**src/design/sohg_regs.svh**
```systemverilog
// Register offsets, fields and fixed octets of the overhead generator.
`ifndef SOHG_REGS_SVH
`define SOHG_REGS_SVH
`define SOHG_OFF_CFG1       8'h00
`define SOHG_OFF_CFG2       8'h01
`define SOHG_OFF_ERRPAT     8'h03
`define SOHG_OFF_CFG4       8'h29
`define SOHG_OFF_APS        8'h32
`define SOHG_OFF_STATUS     8'h33
`define SOHG_CFG_RST        16'h0000
`define SOHG_CFG1_STUFF     15
`define SOHG_CFG1_HDLC      3
`define SOHG_CFG1_MODE      2:0
`define SOHG_MODE_STS1      3'h1
`define SOHG_MODE_STS3C     3'h2
`define SOHG_CFG2_EXT_ALL   15
`define SOHG_CFG2_BIPSEL    12:10
`define SOHG_BIPSEL_B1      0
`define SOHG_BIPSEL_B2      1
`define SOHG_BIPSEL_B3      2
`define SOHG_OHCTL_FRAMING  0
`define SOHG_OHCTL_POINTER  1
`define SOHG_OHCTL_PARITY   2
`define SOHG_OHCTL_LINE     3
`define SOHG_ERR_PATTERN    7:0
`define SOHG_ERR_CONT       8
`define SOHG_ERR_SINGLE     9
`define SOHG_CFG4_AU4       0
`define SOHG_CFG4_EXT_TRACE 1
`define SOHG_CFG4_EXT_APS   2
`define SOHG_CFG4_M1MODE    4:3
`define SOHG_M1_ONES        2'h1
`define SOHG_M1_ZEROS       2'h2
`define SOHG_APS_K1         15:8
`define SOHG_APS_K2         7:0
`define SOHG_A1             8'hf6
`define SOHG_A2             8'h28
`define SOHG_H1_STS         8'h62
`define SOHG_H1_AU4         8'h6a
`define SOHG_H2             8'h0a
`define SOHG_H3             8'h00
`define SOHG_C2             8'h13
`define SOHG_G1             8'h00
`define SOHG_C1_FIRST       8'h01
`define SOHG_ZERO           8'h00
`define SOHG_ONES           8'hff
`define SOHG_ROW_LAST       4'h8
`define SOHG_STS1_COL_LAST  9'd89
`define SOHG_STS3_COL_LAST  9'd269
`define SOHG_STS1_OH        9'd3
`define SOHG_STS3_OH        9'd9
`define SOHG_STUFF_COL_A    9'd30
`define SOHG_STUFF_COL_B    9'd59
`endif

```
**src/design/sohg_pkg.sv**
```systemverilog
// Types shared by the overhead generator.
package sohg_pkg;
    typedef enum logic [4:0] {
        K_A1      = 5'h00,
        K_A2      = 5'h01,
        K_C1      = 5'h02,
        K_J1      = 5'h03,
        K_B1      = 5'h04,
        K_B3      = 5'h05,
        K_C2      = 5'h06,
        K_H1      = 5'h07,
        K_H2      = 5'h08,
        K_H3      = 5'h09,
        K_G1      = 5'h0a,
        K_B2      = 5'h0b,
        K_K1      = 5'h0c,
        K_K2      = 5'h0d,
        K_H4      = 5'h0e,
        K_M1      = 5'h0f,
        K_DCC     = 5'h10,
        K_EXT     = 5'h11,
        K_PAYLOAD = 5'h12,
        K_STUFF   = 5'h13
    } sohg_kind_e;
endpackage

```
**src/design/sohg_tx_overhead_gen.sv**
```systemverilog
// Transmit SONET overhead generator and frame builder.
// Notes on behaviour
// - Generate framing overhead and insert all parities.
// - Parity errored once or forced zero continuously.
// - Overhead control groups send zeros when disabled.
// - STS-1 stuffing zeros columns 30 and 59.
// - Without stuffing all 86 columns carry cells.
// - Section trace enable takes C1 from bus.
// - C1: disabled, external, then 01/02/03.
// - Pointer select low sends 0x620A.
// - Pointer select high sends AU-4 0x6A0A.
// - A1/A2 are F6/28, external or zero.
// - H1 62/6A, H2 0A, H3 00, zero disabled.
// - E1, F1, D4-D12, Z1 always from bus.
// - D1-D3 from HDLC formatter or bus.
// - H4 counts octets to next cell start.
// - K1/K2 from register or from bus.
// - M1 carries FEBE count, ones or zeros.
// - One overhead clock pulse per bus octet.
// - Four or ten pulses per row, marker row one.
// - External overhead enable takes every overhead octet not in a disabled group from bus.
`include "sohg_regs.svh"
`timescale 1ns/1ps
`default_nettype none

module sohg_tx_overhead_gen #(
    parameter int CELL_OCTETS = 53
) (
    input  wire logic        clk_in,
    input  wire logic        resetn_in,
    input  wire logic [7:0]  reg_addr_in,
    input  wire logic [15:0] reg_wdata_in,
    input  wire logic        reg_write_in,
    input  wire logic        reg_read_in,
    output logic      [15:0] reg_rdata_out,
    input  wire logic        line_clock_in,
    input  wire logic [7:0]  ext_overhead_in_bus,
    output logic             overhead_octet_clock_out,
    output logic             overhead_frame_marker_out,
    input  wire logic [7:0]  payload_octet_in,
    output logic             payload_take_out,
    input  wire logic [7:0]  hdlc_octet_in,
    input  wire logic [7:0]  febe_count_in,
    output logic      [7:0]  line_octet_out,
    output logic             line_octet_valid_out,
    output logic             line_frame_start_out
);
    initial begin
        if (CELL_OCTETS < 2 || CELL_OCTETS > 63) begin
            $error("CELL_OCTETS out of range.");
        end
    end

    localparam logic [5:0] CELL_LEN = 6'(CELL_OCTETS);

    logic [15:0] line_config_one;
    logic [15:0] line_config_two;
    logic [15:0] feac_and_error_pattern;
    logic [15:0] line_config_four;
    logic [15:0] protection_switch_bytes;
    logic        single_err_armed;

    logic [2:0]  line_sync;
    logic [7:0]  bus_sync1;
    logic [7:0]  bus_sync2;
    logic [3:0]  row;
    logic [8:0]  col;
    logic [5:0]  cell_pos;
    logic [7:0]  b1_acc;
    logic [7:0]  b3_acc;
    logic [7:0]  b1_val;
    logic [7:0]  b3_val;
    logic [7:0]  b2_acc [3];
    logic [7:0]  b2_val [3];
    logic [7:0]  febe_latched;

    logic        sts3;
    logic        stuff_en;
    logic [2:0]  parity_error_insert_sel;
    logic [3:0]  oh_enable_n;
    logic        ext_all;
    logic        au4_pointer_sel;
    logic        line_rise;
    logic        line_fall;
    logic [8:0]  oh_cols;
    logic [8:0]  col_last;
    logic        in_oh;
    logic        in_poh;
    logic        in_stuff;
    logic [1:0]  grp;
    logic [1:0]  sub;
    logic        frame_end;
    sohg_pkg::sohg_kind_e kind;
    logic [7:0]  next_octet;

    assign sts3 = line_config_one[`SOHG_CFG1_MODE] == `SOHG_MODE_STS3C;
    assign stuff_en = line_config_one[`SOHG_CFG1_STUFF];
    assign parity_error_insert_sel = line_config_two[`SOHG_CFG2_BIPSEL];
    assign oh_enable_n = line_config_two[3:0];
    assign ext_all = line_config_two[`SOHG_CFG2_EXT_ALL];
    assign au4_pointer_sel = line_config_four[`SOHG_CFG4_AU4];

    // Register writes.
    always_ff @(posedge clk_in or negedge resetn_in) begin
        if (!resetn_in) begin
            line_config_one <= `SOHG_CFG_RST;
            line_config_two <= `SOHG_CFG_RST;
            feac_and_error_pattern <= `SOHG_CFG_RST;
            line_config_four <= `SOHG_CFG_RST;
            protection_switch_bytes <= `SOHG_CFG_RST;
        end else if (reg_write_in) begin
            case (reg_addr_in)
                `SOHG_OFF_CFG1:   line_config_one <= reg_wdata_in;
                `SOHG_OFF_CFG2:   line_config_two <= reg_wdata_in;
                `SOHG_OFF_ERRPAT: feac_and_error_pattern <= reg_wdata_in;
                `SOHG_OFF_CFG4:   line_config_four <= reg_wdata_in;
                `SOHG_OFF_APS:    protection_switch_bytes <= reg_wdata_in;
                default: ;
            endcase
        end
    end

    // A write in the frame-end cycle wins over the clear.
    always_ff @(posedge clk_in or negedge resetn_in) begin
        if (!resetn_in) begin
            single_err_armed <= 1'b0;
        end else if (reg_write_in && reg_addr_in == `SOHG_OFF_ERRPAT
                     && reg_wdata_in[`SOHG_ERR_SINGLE]) begin
            single_err_armed <= 1'b1;
        end else if (frame_end) begin
            single_err_armed <= 1'b0;
        end
    end

    // Read data stand only in the cycle after the strobe.
    always_ff @(posedge clk_in or negedge resetn_in) begin
        if (!resetn_in) begin
            reg_rdata_out <= 16'h0000;
        end else if (reg_read_in) begin
            case (reg_addr_in)
                `SOHG_OFF_CFG1:   reg_rdata_out <= line_config_one;
                `SOHG_OFF_CFG2:   reg_rdata_out <= line_config_two;
                `SOHG_OFF_ERRPAT: reg_rdata_out <= feac_and_error_pattern;
                `SOHG_OFF_CFG4:   reg_rdata_out <= line_config_four;
                `SOHG_OFF_APS:    reg_rdata_out <= protection_switch_bytes;
                `SOHG_OFF_STATUS: reg_rdata_out <= {3'h0, single_err_armed, row, b1_val};
                default:          reg_rdata_out <= 16'h0000;
            endcase
        end else begin
            reg_rdata_out <= 16'h0000;
        end
    end

    // Line clock and overhead bus pass two flops before use.
    always_ff @(posedge clk_in or negedge resetn_in) begin
        if (!resetn_in) begin
            line_sync <= 3'h0;
            bus_sync1 <= 8'h00;
            bus_sync2 <= 8'h00;
        end else begin
            line_sync <= {line_sync[1:0], line_clock_in};
            bus_sync1 <= ext_overhead_in_bus;
            bus_sync2 <= bus_sync1;
        end
    end

    assign line_rise = line_sync[1] && !line_sync[2];
    assign line_fall = !line_sync[1] && line_sync[2];

    assign oh_cols = sts3 ? `SOHG_STS3_OH : `SOHG_STS1_OH;
    assign col_last = sts3 ? `SOHG_STS3_COL_LAST : `SOHG_STS1_COL_LAST;
    assign in_oh = col < oh_cols;
    assign in_poh = col == oh_cols;
    assign in_stuff = !sts3 && stuff_en
                      && (col == oh_cols + `SOHG_STUFF_COL_A - 9'd1
                          || col == oh_cols + `SOHG_STUFF_COL_B - 9'd1);
    assign grp = !sts3 ? col[1:0] : (col < 9'd3) ? 2'd0 : (col < 9'd6) ? 2'd1 : 2'd2;
    assign sub = !sts3 ? 2'd0 : 2'(col - 9'(grp) * 9'd3);
    assign frame_end = line_fall && row == `SOHG_ROW_LAST && col == col_last;

    // Octet kind at a frame position; E1, F1, D4-D12 and Z1 are K_EXT.
    function automatic sohg_pkg::sohg_kind_e kind_of(input logic [3:0] r, input logic [1:0] g,
        input logic [1:0] s, input logic oh,
        input logic poh, input logic stf,
        input logic s3);
        sohg_pkg::sohg_kind_e k;
        k = sohg_pkg::K_EXT;
        if (stf) begin
            k = sohg_pkg::K_STUFF;
        end else if (poh) begin
            case (r)
                4'h0: k = sohg_pkg::K_J1;
                4'h1: k = sohg_pkg::K_B3;
                4'h2: k = sohg_pkg::K_C2;
                4'h3: k = sohg_pkg::K_G1;
                4'h5: k = sohg_pkg::K_H4;
                default: k = sohg_pkg::K_EXT;
            endcase
        end else if (!oh) begin
            k = sohg_pkg::K_PAYLOAD;
        end else begin
            case (r)
                4'h0: k = g == 2'd0 ? sohg_pkg::K_A1 : g == 2'd1 ? sohg_pkg::K_A2 : sohg_pkg::K_C1;
                4'h1: k = (g == 2'd0 && s == 2'd0) ? sohg_pkg::K_B1 : sohg_pkg::K_EXT;
                4'h2: k = s == 2'd0 ? sohg_pkg::K_DCC : sohg_pkg::K_EXT;
                4'h3: k = g == 2'd0 ? sohg_pkg::K_H1 : g == 2'd1 ? sohg_pkg::K_H2 : sohg_pkg::K_H3;
                4'h4: begin
                    if (g == 2'd0) begin
                        k = sohg_pkg::K_B2;
                    end else if (s == 2'd0) begin
                        k = g == 2'd1 ? sohg_pkg::K_K1 : sohg_pkg::K_K2;
                    end
                end
                4'h8: k = (g == 2'd2 && s == (s3 ? 2'd2 : 2'd0)) ? sohg_pkg::K_M1 : sohg_pkg::K_EXT;
                default: k = sohg_pkg::K_EXT;
            endcase
        end
        return k;
    endfunction

    // Selected parity corruption: forced zero or one-shot pattern.
    function automatic logic [7:0] err_par(input logic [7:0] par, input logic sel);
        logic [7:0] v;
        v = par;
        if (sel && feac_and_error_pattern[`SOHG_ERR_CONT]) begin
            v = `SOHG_ZERO;
        end else if (sel && single_err_armed) begin
            v = par ^ feac_and_error_pattern[`SOHG_ERR_PATTERN];
        end
        return v;
    endfunction

    assign kind = kind_of(row, grp, sub, in_oh, in_poh, in_stuff, sts3);

    always_comb begin
        next_octet = `SOHG_ZERO;
        case (kind)
            sohg_pkg::K_A1: next_octet = `SOHG_A1;
            sohg_pkg::K_A2: next_octet = `SOHG_A2;
            sohg_pkg::K_C1: next_octet = `SOHG_C1_FIRST + 8'(sub);
            sohg_pkg::K_B1: next_octet = err_par(b1_val, parity_error_insert_sel[`SOHG_BIPSEL_B1]);
            sohg_pkg::K_B2: next_octet = err_par(b2_val[sub],
                parity_error_insert_sel[`SOHG_BIPSEL_B2]);
            sohg_pkg::K_B3: next_octet = err_par(b3_val, parity_error_insert_sel[`SOHG_BIPSEL_B3]);
            sohg_pkg::K_H1: next_octet = au4_pointer_sel ? `SOHG_H1_AU4 : `SOHG_H1_STS;
            sohg_pkg::K_H2: next_octet = `SOHG_H2;
            sohg_pkg::K_H3: next_octet = `SOHG_H3;
            sohg_pkg::K_C2: next_octet = `SOHG_C2;
            sohg_pkg::K_G1: next_octet = `SOHG_G1;
            sohg_pkg::K_K1: next_octet = line_config_four[`SOHG_CFG4_EXT_APS] ? bus_sync2
                : protection_switch_bytes[`SOHG_APS_K1];
            sohg_pkg::K_K2: next_octet = line_config_four[`SOHG_CFG4_EXT_APS] ? bus_sync2
                : protection_switch_bytes[`SOHG_APS_K2];
            sohg_pkg::K_H4: next_octet = cell_pos == 6'd0 ? `SOHG_ZERO
                : 8'(CELL_LEN - cell_pos);
            sohg_pkg::K_M1: begin
                case (line_config_four[`SOHG_CFG4_M1MODE])
                    `SOHG_M1_ONES:  next_octet = `SOHG_ONES;
                    `SOHG_M1_ZEROS: next_octet = `SOHG_ZERO;
                    default:        next_octet = febe_latched;
                endcase
            end
            sohg_pkg::K_DCC: next_octet = line_config_one[`SOHG_CFG1_HDLC] ? hdlc_octet_in
                : bus_sync2;
            sohg_pkg::K_PAYLOAD: next_octet = payload_octet_in;
            sohg_pkg::K_STUFF: next_octet = `SOHG_ZERO;
            default: next_octet = bus_sync2;
        endcase
        // Bus override first; disabled groups win over both.
        if (ext_all && (in_oh || in_poh)) begin
            next_octet = bus_sync2;
        end
        if (kind == sohg_pkg::K_C1 && line_config_four[`SOHG_CFG4_EXT_TRACE] && !ext_all) begin
            next_octet = bus_sync2;
        end
        case (kind)
            sohg_pkg::K_A1, sohg_pkg::K_A2, sohg_pkg::K_C1:
                if (oh_enable_n[`SOHG_OHCTL_FRAMING]) next_octet = `SOHG_ZERO;
            sohg_pkg::K_H1, sohg_pkg::K_H2, sohg_pkg::K_H3:
                if (oh_enable_n[`SOHG_OHCTL_POINTER]) next_octet = `SOHG_ZERO;
            sohg_pkg::K_B1, sohg_pkg::K_B2, sohg_pkg::K_B3:
                if (oh_enable_n[`SOHG_OHCTL_PARITY]) next_octet = `SOHG_ZERO;
            sohg_pkg::K_K1, sohg_pkg::K_K2, sohg_pkg::K_M1, sohg_pkg::K_C2, sohg_pkg::K_G1:
                if (oh_enable_n[`SOHG_OHCTL_LINE]) next_octet = `SOHG_ZERO;
            default: ;
        endcase
    end

    // One slot per line clock period: overhead clock high in the first half,
    // octet taken at the fall, once the bus has settled.
    always_ff @(posedge clk_in or negedge resetn_in) begin
        if (!resetn_in) begin
            overhead_octet_clock_out <= 1'b0;
            overhead_frame_marker_out <= 1'b0;
        end else if (line_rise) begin
            overhead_octet_clock_out <= in_oh || in_poh;
            overhead_frame_marker_out <= row == 4'h0 && (in_oh || in_poh);
        end else if (line_fall) begin
            overhead_octet_clock_out <= 1'b0;
        end
    end

    assign payload_take_out = line_fall && kind == sohg_pkg::K_PAYLOAD;

    always_ff @(posedge clk_in or negedge resetn_in) begin
        if (!resetn_in) begin
            line_octet_out <= 8'h00;
            line_octet_valid_out <= 1'b0;
            line_frame_start_out <= 1'b0;
        end else begin
            line_octet_valid_out <= line_fall;
            line_frame_start_out <= line_fall && row == 4'h0 && col == 9'd0;
            if (line_fall) begin
                line_octet_out <= next_octet;
            end
        end
    end

    always_ff @(posedge clk_in or negedge resetn_in) begin
        if (!resetn_in) begin
            row <= 4'h0;
            col <= 9'd0;
        end else if (line_fall) begin
            if (col == col_last) begin
                col <= 9'd0;
                row <= row == `SOHG_ROW_LAST ? 4'h0 : row + 4'h1;
            end else begin
                col <= col + 9'd1;
            end
        end
    end

    always_ff @(posedge clk_in or negedge resetn_in) begin
        if (!resetn_in) begin
            cell_pos <= 6'd0;
        end else if (payload_take_out) begin
            cell_pos <= cell_pos == CELL_LEN - 6'd1 ? 6'd0 : cell_pos + 6'd1;
        end
    end

    // Parities cover octets as sent, held for the next frame.
    always_ff @(posedge clk_in or negedge resetn_in) begin
        if (!resetn_in) begin
            b1_acc <= 8'h00;
            b3_acc <= 8'h00;
            b1_val <= 8'h00;
            b3_val <= 8'h00;
            febe_latched <= 8'h00;
        end else if (frame_end) begin
            b1_acc <= 8'h00;
            b3_acc <= 8'h00;
            b1_val <= b1_acc ^ next_octet;
            b3_val <= b3_acc ^ next_octet;
            febe_latched <= febe_count_in;
        end else if (line_fall) begin
            b1_acc <= b1_acc ^ next_octet;
            if (!in_oh) begin
                b3_acc <= b3_acc ^ next_octet;
            end
        end
    end

    // One B2 sum per interleaved STS-1.
    for (genvar i = 0; i < 3; i++) begin : g_b2
        always_ff @(posedge clk_in or negedge resetn_in) begin
            if (!resetn_in) begin
                b2_acc[i] <= 8'h00;
                b2_val[i] <= 8'h00;
            end else if (frame_end) begin
                b2_acc[i] <= 8'h00;
                b2_val[i] <= b2_acc[i] ^ ((sub == 2'(i) && in_oh) ? next_octet : 8'h00);
            end else if (line_fall && !(in_oh && row < 4'h3) && (sub == 2'(i) || !in_oh)) begin
                b2_acc[i] <= b2_acc[i] ^ next_octet;
            end
        end
    end
endmodule

`default_nettype wire

```
**config.mk**
```make
export PLATFORM = sky130hd
export DESIGN_NAME = sohg_tx_overhead_gen
export DESIGN_NICKNAME = d
export VERILOG_FILES = /design/src/design/sohg_pkg.sv /design/src/design/sohg_tx_overhead_gen.sv
export VERILOG_INCLUDE_DIRS = /design/src /design/src/design
export SDC_FILE = /design/constraint.sdc
export NUM_CORES = 1
export LEC_CHECK = 0
export BUFFER_PORTS_ARGS = -buffer_cell sky130_fd_sc_hd__buf_2
export CELL_PAD_IN_SITES_DETAIL_PLACEMENT = 1
export CELL_PAD_IN_SITES_GLOBAL_PLACEMENT = 2
export CORE_ASPECT_RATIO = 0.6
export CORE_UTILIZATION = 25
export CTS_CLUSTER_SIZE = 12
export DETAILED_ROUTE_END_ITERATION = 12
export PLACE_DENSITY = 0.61
export REMOVE_ABC_BUFFERS = 1
export SETUP_SLACK_MARGIN = 0.15
export SLEW_MARGIN = 20
export SYNTH_ARGS = -nofsm -noshare
export SYNTH_HDL_FRONTEND = slang
export SYNTH_SLANG_ARGS = --single-unit
```
**constraint.sdc**
```tcl
create_clock -name clk_in -period 8.5 [get_ports clk_in]
set_clock_uncertainty 0.05 [all_clocks]
set_input_delay 0.425 -clock clk_in [delete_from_list [all_inputs] [get_ports clk_in]]
set_output_delay 0.425 -clock clk_in [all_outputs]
set_load 0.1 [all_outputs]
```
# --- Word-level counts from Yosys, hierarchy flattened ---
# Index checks and enable logic that the tools add are counted.
word_totals:
  mem_bits_rw: 0
  word_cells: 234
  n_memories: 0
  rom_bits: 0
  latch_bits: 0
  ff_bits: 235
  in_bits: 61
  output_inout_bits: 29
op_classes:
  n_shift: 0
  n_mul: 1
  add_sub_neg: 10
  mux: 68
  n_reduce_logical: 67
  n_bitwise: 12
  div: 0
  n_eq_ne: 42
  order_cmp: 5
ops:
  columns: ["op", "n"]
  rows:
  - ["$mux W8", 32]
  - ["$pmux W8 S16", 1]
  - ["$pmux W16 S6", 1]
  - ["$xor A8 B8 Y8", 11]
  - ["$eq A5 B4 Y1 const B", 8]
  - ["$mux W5", 7]
  - ["$pmux W8 S4", 1]
  - ["$logic_and A1 B1 Y1", 31]
  - ["$pmux W5 S6", 1]
  - ["$eq A9 B9 Y1", 3]
  - ["$pmux W5 S5", 1]
  - ["$eq A8 B6 Y1 const B", 3]
  - ["$eq A5 B3 Y1 const B", 4]
  - ["$mux W9", 2]
  - ["$bmux W8 S2", 1]
  - ["$mux W16", 1]
  - ["$mux W4", 4]
  - ["$pmux W8 S2", 1]
  - ["$eq A5 B5 Y1 const B", 3]
  - ["$mux W2", 7]
  - ["$reduce_and A2 Y1", 7]
  - ["$reduce_bool A2 Y1", 6]
  - ["$reduce_or A3 Y1", 4]
  - ["$add A9 B1 Y9 const B", 1]
  - ["other kinds (42)", 64]

# --- Longest topological paths before layout ---
depth:
  depth_word: 25
  depth_mapped: 32
  ltp_nobuf: 26

# --- Worst setup path after synthesis ---
# Ideal clock, no wire load.
synth_timing:
  path_kind: "register -> register"
  startpoint: "register line_config_one[0]"
  endpoint: "register b3_acc[6]"
  path_stages_with_launch: 29
  setup_ns: 0.066
  slack_ns: 2.142
  n_path_buf: 7
  t_arrival_ns: 6.243
  synth_period_minus_slack_ns: 6.358
  required_time_ns: 8.384
  cell_sequence: "dfrtp_1 or3b_1 clkbuf_1 buf_1 o21ai_0 o31ai_1 ha_1 ha_1 clkbuf_1 xnor2_1 nor2_1 buf_1 inv_1 ha_1 clkbuf_1 nand2b_1 o311ai_0 o211a_1 a31oi_2 or2_1 buf_6 or3_4 nor3_4 a22oi_1 and4_4 buf_6 or3_1 or4_1 nand2_1"
synth_between:
  elab_chain_cells: 23
  word_cells_on_any_way: 92
  classes_between: "5 x add/sub; 1 x mul; 1 x order compare; 26 x eq/ne; 35 x mux; 3 x bitwise; 21 x reduce/logical"
synth_rtl:
  columns: ["item", "line_no", "source"]
  rows:
  - ["from (decl)", "sohg_tx_overhead_gen.sv:56", "logic [15:0] line_config_one;"]
  - ["from (signal assigned)", "sohg_tx_overhead_gen.sv:106", "line_config_one <= `SOHG_CFG_RST;"]
  - ["from (signal assigned)", "sohg_tx_overhead_gen.sv:113", "`SOHG_OFF_CFG1: line_config_one <= reg_wdata_in;"]
  - ["$eq A3 B2 Y1 (no line) *", null, null]
  - ["$mux W2", "sohg_tx_overhead_gen.sv:177", "assign grp = !sts3 ? col[1:0] : (col < 9'd3) ? 2'd0 : (col < 9'd6) ? 2'd1 : 2'd2;"]
  - ["$mul A2 B1 Y2", "sohg_tx_overhead_gen.sv:178", "assign sub = !sts3 ? 2'd0 : 2'(col - 9'(grp) * 9'd3);"]
  - ["$sub A2 B2 Y2", "sohg_tx_overhead_gen.sv:178", null]
  - ["$mux W2", "sohg_tx_overhead_gen.sv:178", null]
  - ["$logic_not A2 Y1 / $eq A2 B2 Y1 (equally long branches)", null, null]
  - ["$mux W5 (tied with other cells)", "sohg_tx_overhead_gen.sv:210", "end else if (s == 2'd0) begin"]
  - ["$mux W5, on equally long branches", "sohg_tx_overhead_gen.sv:208, sohg_tx_overhead_gen.sv:204, sohg_tx_overhead_gen.sv:214", null]
  - ["[... 7 more ...]", null, null]
  - ["$mux W8", "sohg_tx_overhead_gen.sv:270", "if (ext_all && (in_oh || in_poh)) begin"]
  - ["$mux W8", "sohg_tx_overhead_gen.sv:273", "if (kind == sohg_pkg::K_C1 && line_config_four[`SOHG_CFG4_EXT_TRACE] && !ext_all) begin"]
  - ["$mux W8, on equally long branches", null, null]
  - ["$pmux W8 S4", "sohg_tx_overhead_gen.sv:276", "case (kind)"]
  - ["$xor A8 B8 Y8", "sohg_tx_overhead_gen.sv:358", "b3_acc <= b3_acc ^ next_octet;"]
  - ["$mux W8", "sohg_tx_overhead_gen.sv:357", "if (!in_oh) begin"]
  - ["$mux W8", "sohg_tx_overhead_gen.sv:355", "end else if (line_fall) begin"]
  - ["$mux W8", "sohg_tx_overhead_gen.sv:349", "end else if (frame_end) begin"]
  - ["to (signal assigned)", "sohg_tx_overhead_gen.sv:358", null]
  - ["to (decl)", "sohg_tx_overhead_gen.sv:70", "logic [7:0] b3_acc;"]
# Every way passes the cells marked *; elsewhere a longest branch is shown, timed or not. The select of a mux whose other input is x is not followed.
# A chain may end at the register's enable or synchronous reset.

# --- Worst setup path in the final report ---
layout_timing:
  startpoint: "register line_config_one[2]"
  endpoint: "output payload_take_out"
layout_between:
  elab_chain_cells: 14
  word_cells_on_any_way: 42
  classes_between: "5 x add/sub; 1 x mul; 1 x order compare; 8 x eq/ne; 18 x mux; 9 x reduce/logical"
layout_rtl:
  columns: ["item", "line_no", "source"]
  rows:
  - ["$eq A3 B2 Y1 (no line) *", null, null]
  - ["$mux W2", "sohg_tx_overhead_gen.sv:177", null]
  - ["$mul A2 B1 Y2", "sohg_tx_overhead_gen.sv:178", null]
  - ["$sub A2 B2 Y2", "sohg_tx_overhead_gen.sv:178", null]
  - ["$mux W2", "sohg_tx_overhead_gen.sv:178", null]
  - ["$logic_not A2 Y1 / $eq A2 B2 Y1 (equally long branches)", null, null]
  - ["$mux W5 (tied with other cells)", "sohg_tx_overhead_gen.sv:210", null]
  - ["$mux W5, on equally long branches", "sohg_tx_overhead_gen.sv:208, sohg_tx_overhead_gen.sv:204, sohg_tx_overhead_gen.sv:214", null]
  - ["$pmux W5 S6", "sohg_tx_overhead_gen.sv:202", "case (r)"]
  - ["$mux W5", "sohg_tx_overhead_gen.sv:199", "end else if (!oh) begin"]
  - ["$mux W5", "sohg_tx_overhead_gen.sv:190", "end else if (poh) begin"]
  - ["$mux W5 *", "sohg_tx_overhead_gen.sv:188", "if (stf) begin"]
  - ["$eq A5 B5 Y1 *", "sohg_tx_overhead_gen.sv:303", "assign payload_take_out = line_fall && kind == sohg_pkg::K_PAYLOAD;"]
  - ["$logic_and A1 B1 Y1 *", "sohg_tx_overhead_gen.sv:303", null]
  - ["to (decl)", "sohg_tx_overhead_gen.sv:41", "output logic payload_take_out,"]
# Every way passes the cells marked *; elsewhere a longest branch is shown, timed or not.

==> results by stage <==
Logic synthesis:
- The count of flip-flops with a built-in enable after synthesis is 0.
- The post-synthesis cell count is 1368.
- Among all flip-flop cells after synthesis, the most frequent one is dfrtp_1.
- The post-synthesis cell area is 0.01304 sq mm.
- Summed over its instances, the top area cell type makes up 45.11% of the synthesized netlist area.
- After synthesis, the share of flip-flops with an asynchronous set or reset is 100.0%.
- The sequential share of the synthesized area is 45.11%.
- The post-synthesis average cell area is 9.529 sq um.
- Summed over all instances, the cell type with the most area after synthesis is dfrtp_1.
- Synthesis instantiated 88 different standard cells from the library.
- The number of warnings printed during yosys synthesis is 0.
- Ranked by total cell area, the synthesized netlist is headed by dfrtp_1 (45%), mux2_2 (7.4%), nand2_1 (6.5%), xnor2_1 (3.4%), o21ai_0 (3.2%).
- The synthesized design contains 235 register bits.

Placed design:
- Input and output buffers added on the ports amount to 89.
- Routability-driven placement finished with a final weighted congestion of 0.8998.
- The area after detailed placement is 0.01420 sq mm.
- The detailed placement HPWL is 36050 microns.

Floorplanning:
- After floorplanning, the core was sized to cover 0.05125 sq mm.
- The I/O pin count is 90.
- The initial utilization of the core area, before any placement, comes to 25.44%.
- The vertical die dimension is 178.9 microns.
- The floorplan has 64 rows.
- The floorplan step set the die width to 296.8 microns.
- The die covers 0.05309 sq mm.

Critical path:
- The biggest fanout along the worst timing path is 20.
- The internal reg-to-reg setup slack is 1.00 ns.
- The arrival time at the worst endpoint is 7.34 ns.
- Data on the critical path is required at its endpoint by 8.03 ns.
- The number of cells on the worst reg-to-reg path is 26.
- The most critical setup path has its startpoint at line_config_one[2].
- The critical path class is reg -> out.
- The sort of element at the start of the critical path is a flip-flop.
- In this run the critical register-to-register path is captured at b3_acc[5].
- The worst reg2reg path startpoint is line_config_one[2].
- STA classifies the critical path endpoint as an output pin.

Final layout:
- The number of filler instances in the final layout is 5933.
- The share of the core filled with cells is 29.71%.
- Relative to the synthesized area, the layout overhead comes to 16.82%.
- The post-route standard cell area excluding fillers is 0.01523 sq mm.
- For this run, the post-layout net count is 1521.
- In the final layout, the share of cells above drive strength 1 is 19.08%.

Job:
- The number of max-capacitance violations reported is 0.

STA:
- At the pin with the least slew margin, the transition time is 1.064 ns.
- The final critical path time including I/O delays and setup is 7.816 ns.
- Setup repair after global routing left no endpoint under its margin.
- The final count of pins violating max slew is 0.
- The final critical-path share of the clock period is 91.96%.
- The final total negative setup slack is 0 ns.
- The relative max-transition margin is 29.08%.
- The count of final setup violators is 0.
- The number of hold violations in the final report was 0.
- Derived from the worst setup path, the maximum achievable clock frequency is 127.9 MHz.

GRT:
- The number of antenna violations at the first check in global routing was 1.
- Entering global routing, the biggest net connects 79 pins.
- After global routing the overflow that remains totals 0.
- The overall global routing resource usage is 18.44%.
- The wire length of the first global-routing pass is 74370 microns.
- The number of global-route vias before repair is 11.25k.

Status:
- The run finished with clean final reports.

Pwr:
- The design draws 3.075 mW.
- The static power due to leakage is 6.599 nW.
- The power per standard cell area is 201.9 mW/mm^2.
- The worst-case IR drop observed on VDD is 0.1506 mV.

Clocking:
- Clock tree synthesis inserted a total of 26 buffers.
- The number of buffers inserted by post-CTS setup repair is 0.
- The CTS root buffer is clkbuf_16.
- The clock reaches the later pin of the worst-skew pair after 0.57 ns.
- After clock tree synthesis, the clock-pin slew on the worst setup and hold paths is 0.06 ns.
- The number of clock sinks is 235.
- The TritonCTS clock tree is yes.
- In this run the number of H-tree levels came out at 1.
- The maximum number of buffers from clock root to sink is 3.

Worst hold path:
- The type of the worst min-delay path is in -> reg.
- The worst hold path passes through 2 cells.
- The hold-critical path endpoint is line_config_two[12].
- The startpoint of the tightest hold check path is reg_wdata_in[12].

Drt:
- For this block, the via count after detailed routing is 11.16k.
- Once detail routing completed, the nets flagged for antenna violations numbered 0.
- The post-detailed-route DRC marker count is 0.
- After detailed routing, the number of vias per cell comes to 5.201.
- In this run, the number of DRC markers left after iteration 0 of detailed routing was 880.
- Dividing the detail-routed wire length by the instance count gives 22.81 microns.
- The wire length reported by the detailed router is 48960 microns.
- Before antenna repair, the detailed router went through 5 iterations.
how the worst max path moves through the flow:
stage	endpoint	slack, ns	depth (start not counted)
after global placement	b3_acc[5]	1.16	26
after detailed placement	b3_acc[5]	0.75	24
after floorplan	b1_acc[2]	1.70	22
after CTS	payload_take_out	0.60	22
final	payload_take_out	0.68	24
after global routing	payload_take_out	0.17	25
final cells by class:
cell class              instances  area (sq um)  area share (%)
multi-input cells            1005          6666           43.78
flip-flops and latches        235          5881           38.62
well taps                     693         867.1           5.694
repair buffers                134         840.8           5.521
clock buffers                  36         748.2           4.913
inverters                      35         131.4          0.8627
clock inverters                 7         91.34          0.5998
diodes                          1         2.502         0.01643
state kept, by name, summed over array words and instances, names as in the netlist, 3 cells and up:
register                 cells
b1_acc                       8
b1_val                       8
b2_acc                      24
b2_val                      24
b3_acc                       8
b3_val                       8
bus_sync1                    8
bus_sync2                    8
cell_pos                     6
col                          9
feac_and_error_pattern      16
febe_latched                 8
line_config_four            16
line_config_one             16
line_config_two             16
line_octet_out               8
line_sync                    3
protection_switch_bytes     16
reg_rdata_out               16
row                          4
worst max-delay path, cell delays in order, from the launching register on:
cell and delay [ns]:
dfrtp_1 0.41, or3b_1 0.35, buf_4 0.22, inv_1 0.29
nand2_1 0.16, o31ai_1 0.39, ha_1 0.33, ha_1 0.18
nor2_1 0.13, xnor2_1 0.19, xnor2_1 0.21, nor2_1 0.07
buf_4 0.18, inv_1 0.08, ha_1 0.37, nand2b_1 0.08
o311ai_0 0.36, o211a_1 0.23, a31oi_2 0.18, or2_2 0.53
or3_4 0.49, nor3_4 0.35, nand2_1 0.35, inv_1 0.25
clkbuf_4 0.37
where the power goes:
| part | switching, mW | internal (mW) |
|---|---|---|
| Sequential | 0.145 | 1.24 |
| Combinational | 0.336 | 0.218 |
| Clock | 0.493 | 0.645 |
| Total | 0.974 | 2.10 |
kinds of logic (layout without fill, tap and decap cells):
logic type / Yosys count / in the layout / share of synthesized area [%]
adder cells (fa/ha/maj): 23 / 23 / 2.208
other: 0 / 1 / 0
XOR/XNOR: 60 / 60 / 4.031
buffers and inverters: 128 / 212 / 4.098
multiplexers: 105 / 105 / 8.888
AND/OR/NAND/NOR: 503 / 503 / 19.17
flip-flops: 235 / 235 / 45.11
AO/OA/AOI/OAI: 314 / 314 / 16.50
through the flow:
stage                     setup slack (ns)  instances  hold WS, ns
after floorplan                      1.704       1275      0.07941
after global placement               1.161       2084       0.2850
after detailed placement            0.7539       2084       0.2856
after CTS                           0.5984       2145      0.07852
after global routing                0.1671       2145      0.09098
final                               0.6838       2146       0.1084
cell usage after synthesis (5+ instances only):
library cell	n
or2_2	5
mux2_2	86
or4_1	15
o22ai_1	5
buf_2	12
o2111ai_1	6
a31oi_1	19
o31a_1	5
a2111oi_0	5
nor3b_1	5
nand2b_1	5
nand2_1	226
a211o_1	9
buf_1	5
and3_1	13
o31ai_1	5
nor2b_1	9
nor2_1	60
nand3_1	31
o211ai_1	9
mux2i_1	19
a222oi_1	6
or3_1	23
clkbuf_1	69
xor2_1	10
a22oi_1	42
and2_1	10
o21ai_0	83
nand4_1	15
xnor2_1	50
nor4_1	29
inv_1	34
ha_1	23
a21oi_1	47
a21o_1	9
o211a_1	8
nor3_1	26
a22o_1	7
dfrtp_1	235
what timing repair did:
item,CTS,global route
hold buffers,18,0
hold endpoints to repair,73,0
gates resized for setup,0,3
setup endpoints to repair,0,2
routing by layer:
metal	share of wire (%)	global-route usage [%]	vias to the layer above
li1	-	-	5095
met1	51	29.01	5736
met2	41	26.22	291
met3	6.6	3.284	40
met4	1.3	2.396	0
met5	0	0	-
cells in the final DEF (no fill, tap or decap), drive strengths merged, types with 7 or more instances in the layout:
cell type,n
a22oi,42
nor2b,9
nand4,15
a21oi,47
dfrtp,235
o211a,8
xor2,10
nor4,31
mux2,86
and2,10
or4,16
or3,24
a31oi,20
inv,35
nor2,63
buf,115
nand3,31
xnor2,50
a22o,7
ha,23
and3,13
mux2i,19
o21ai,87
nand2,227
o211ai,9
clkbuf,37
dlygate4sd3,18
a211o,9
a21o,9
nor3,30
Power figures use the tool's default switching activity.
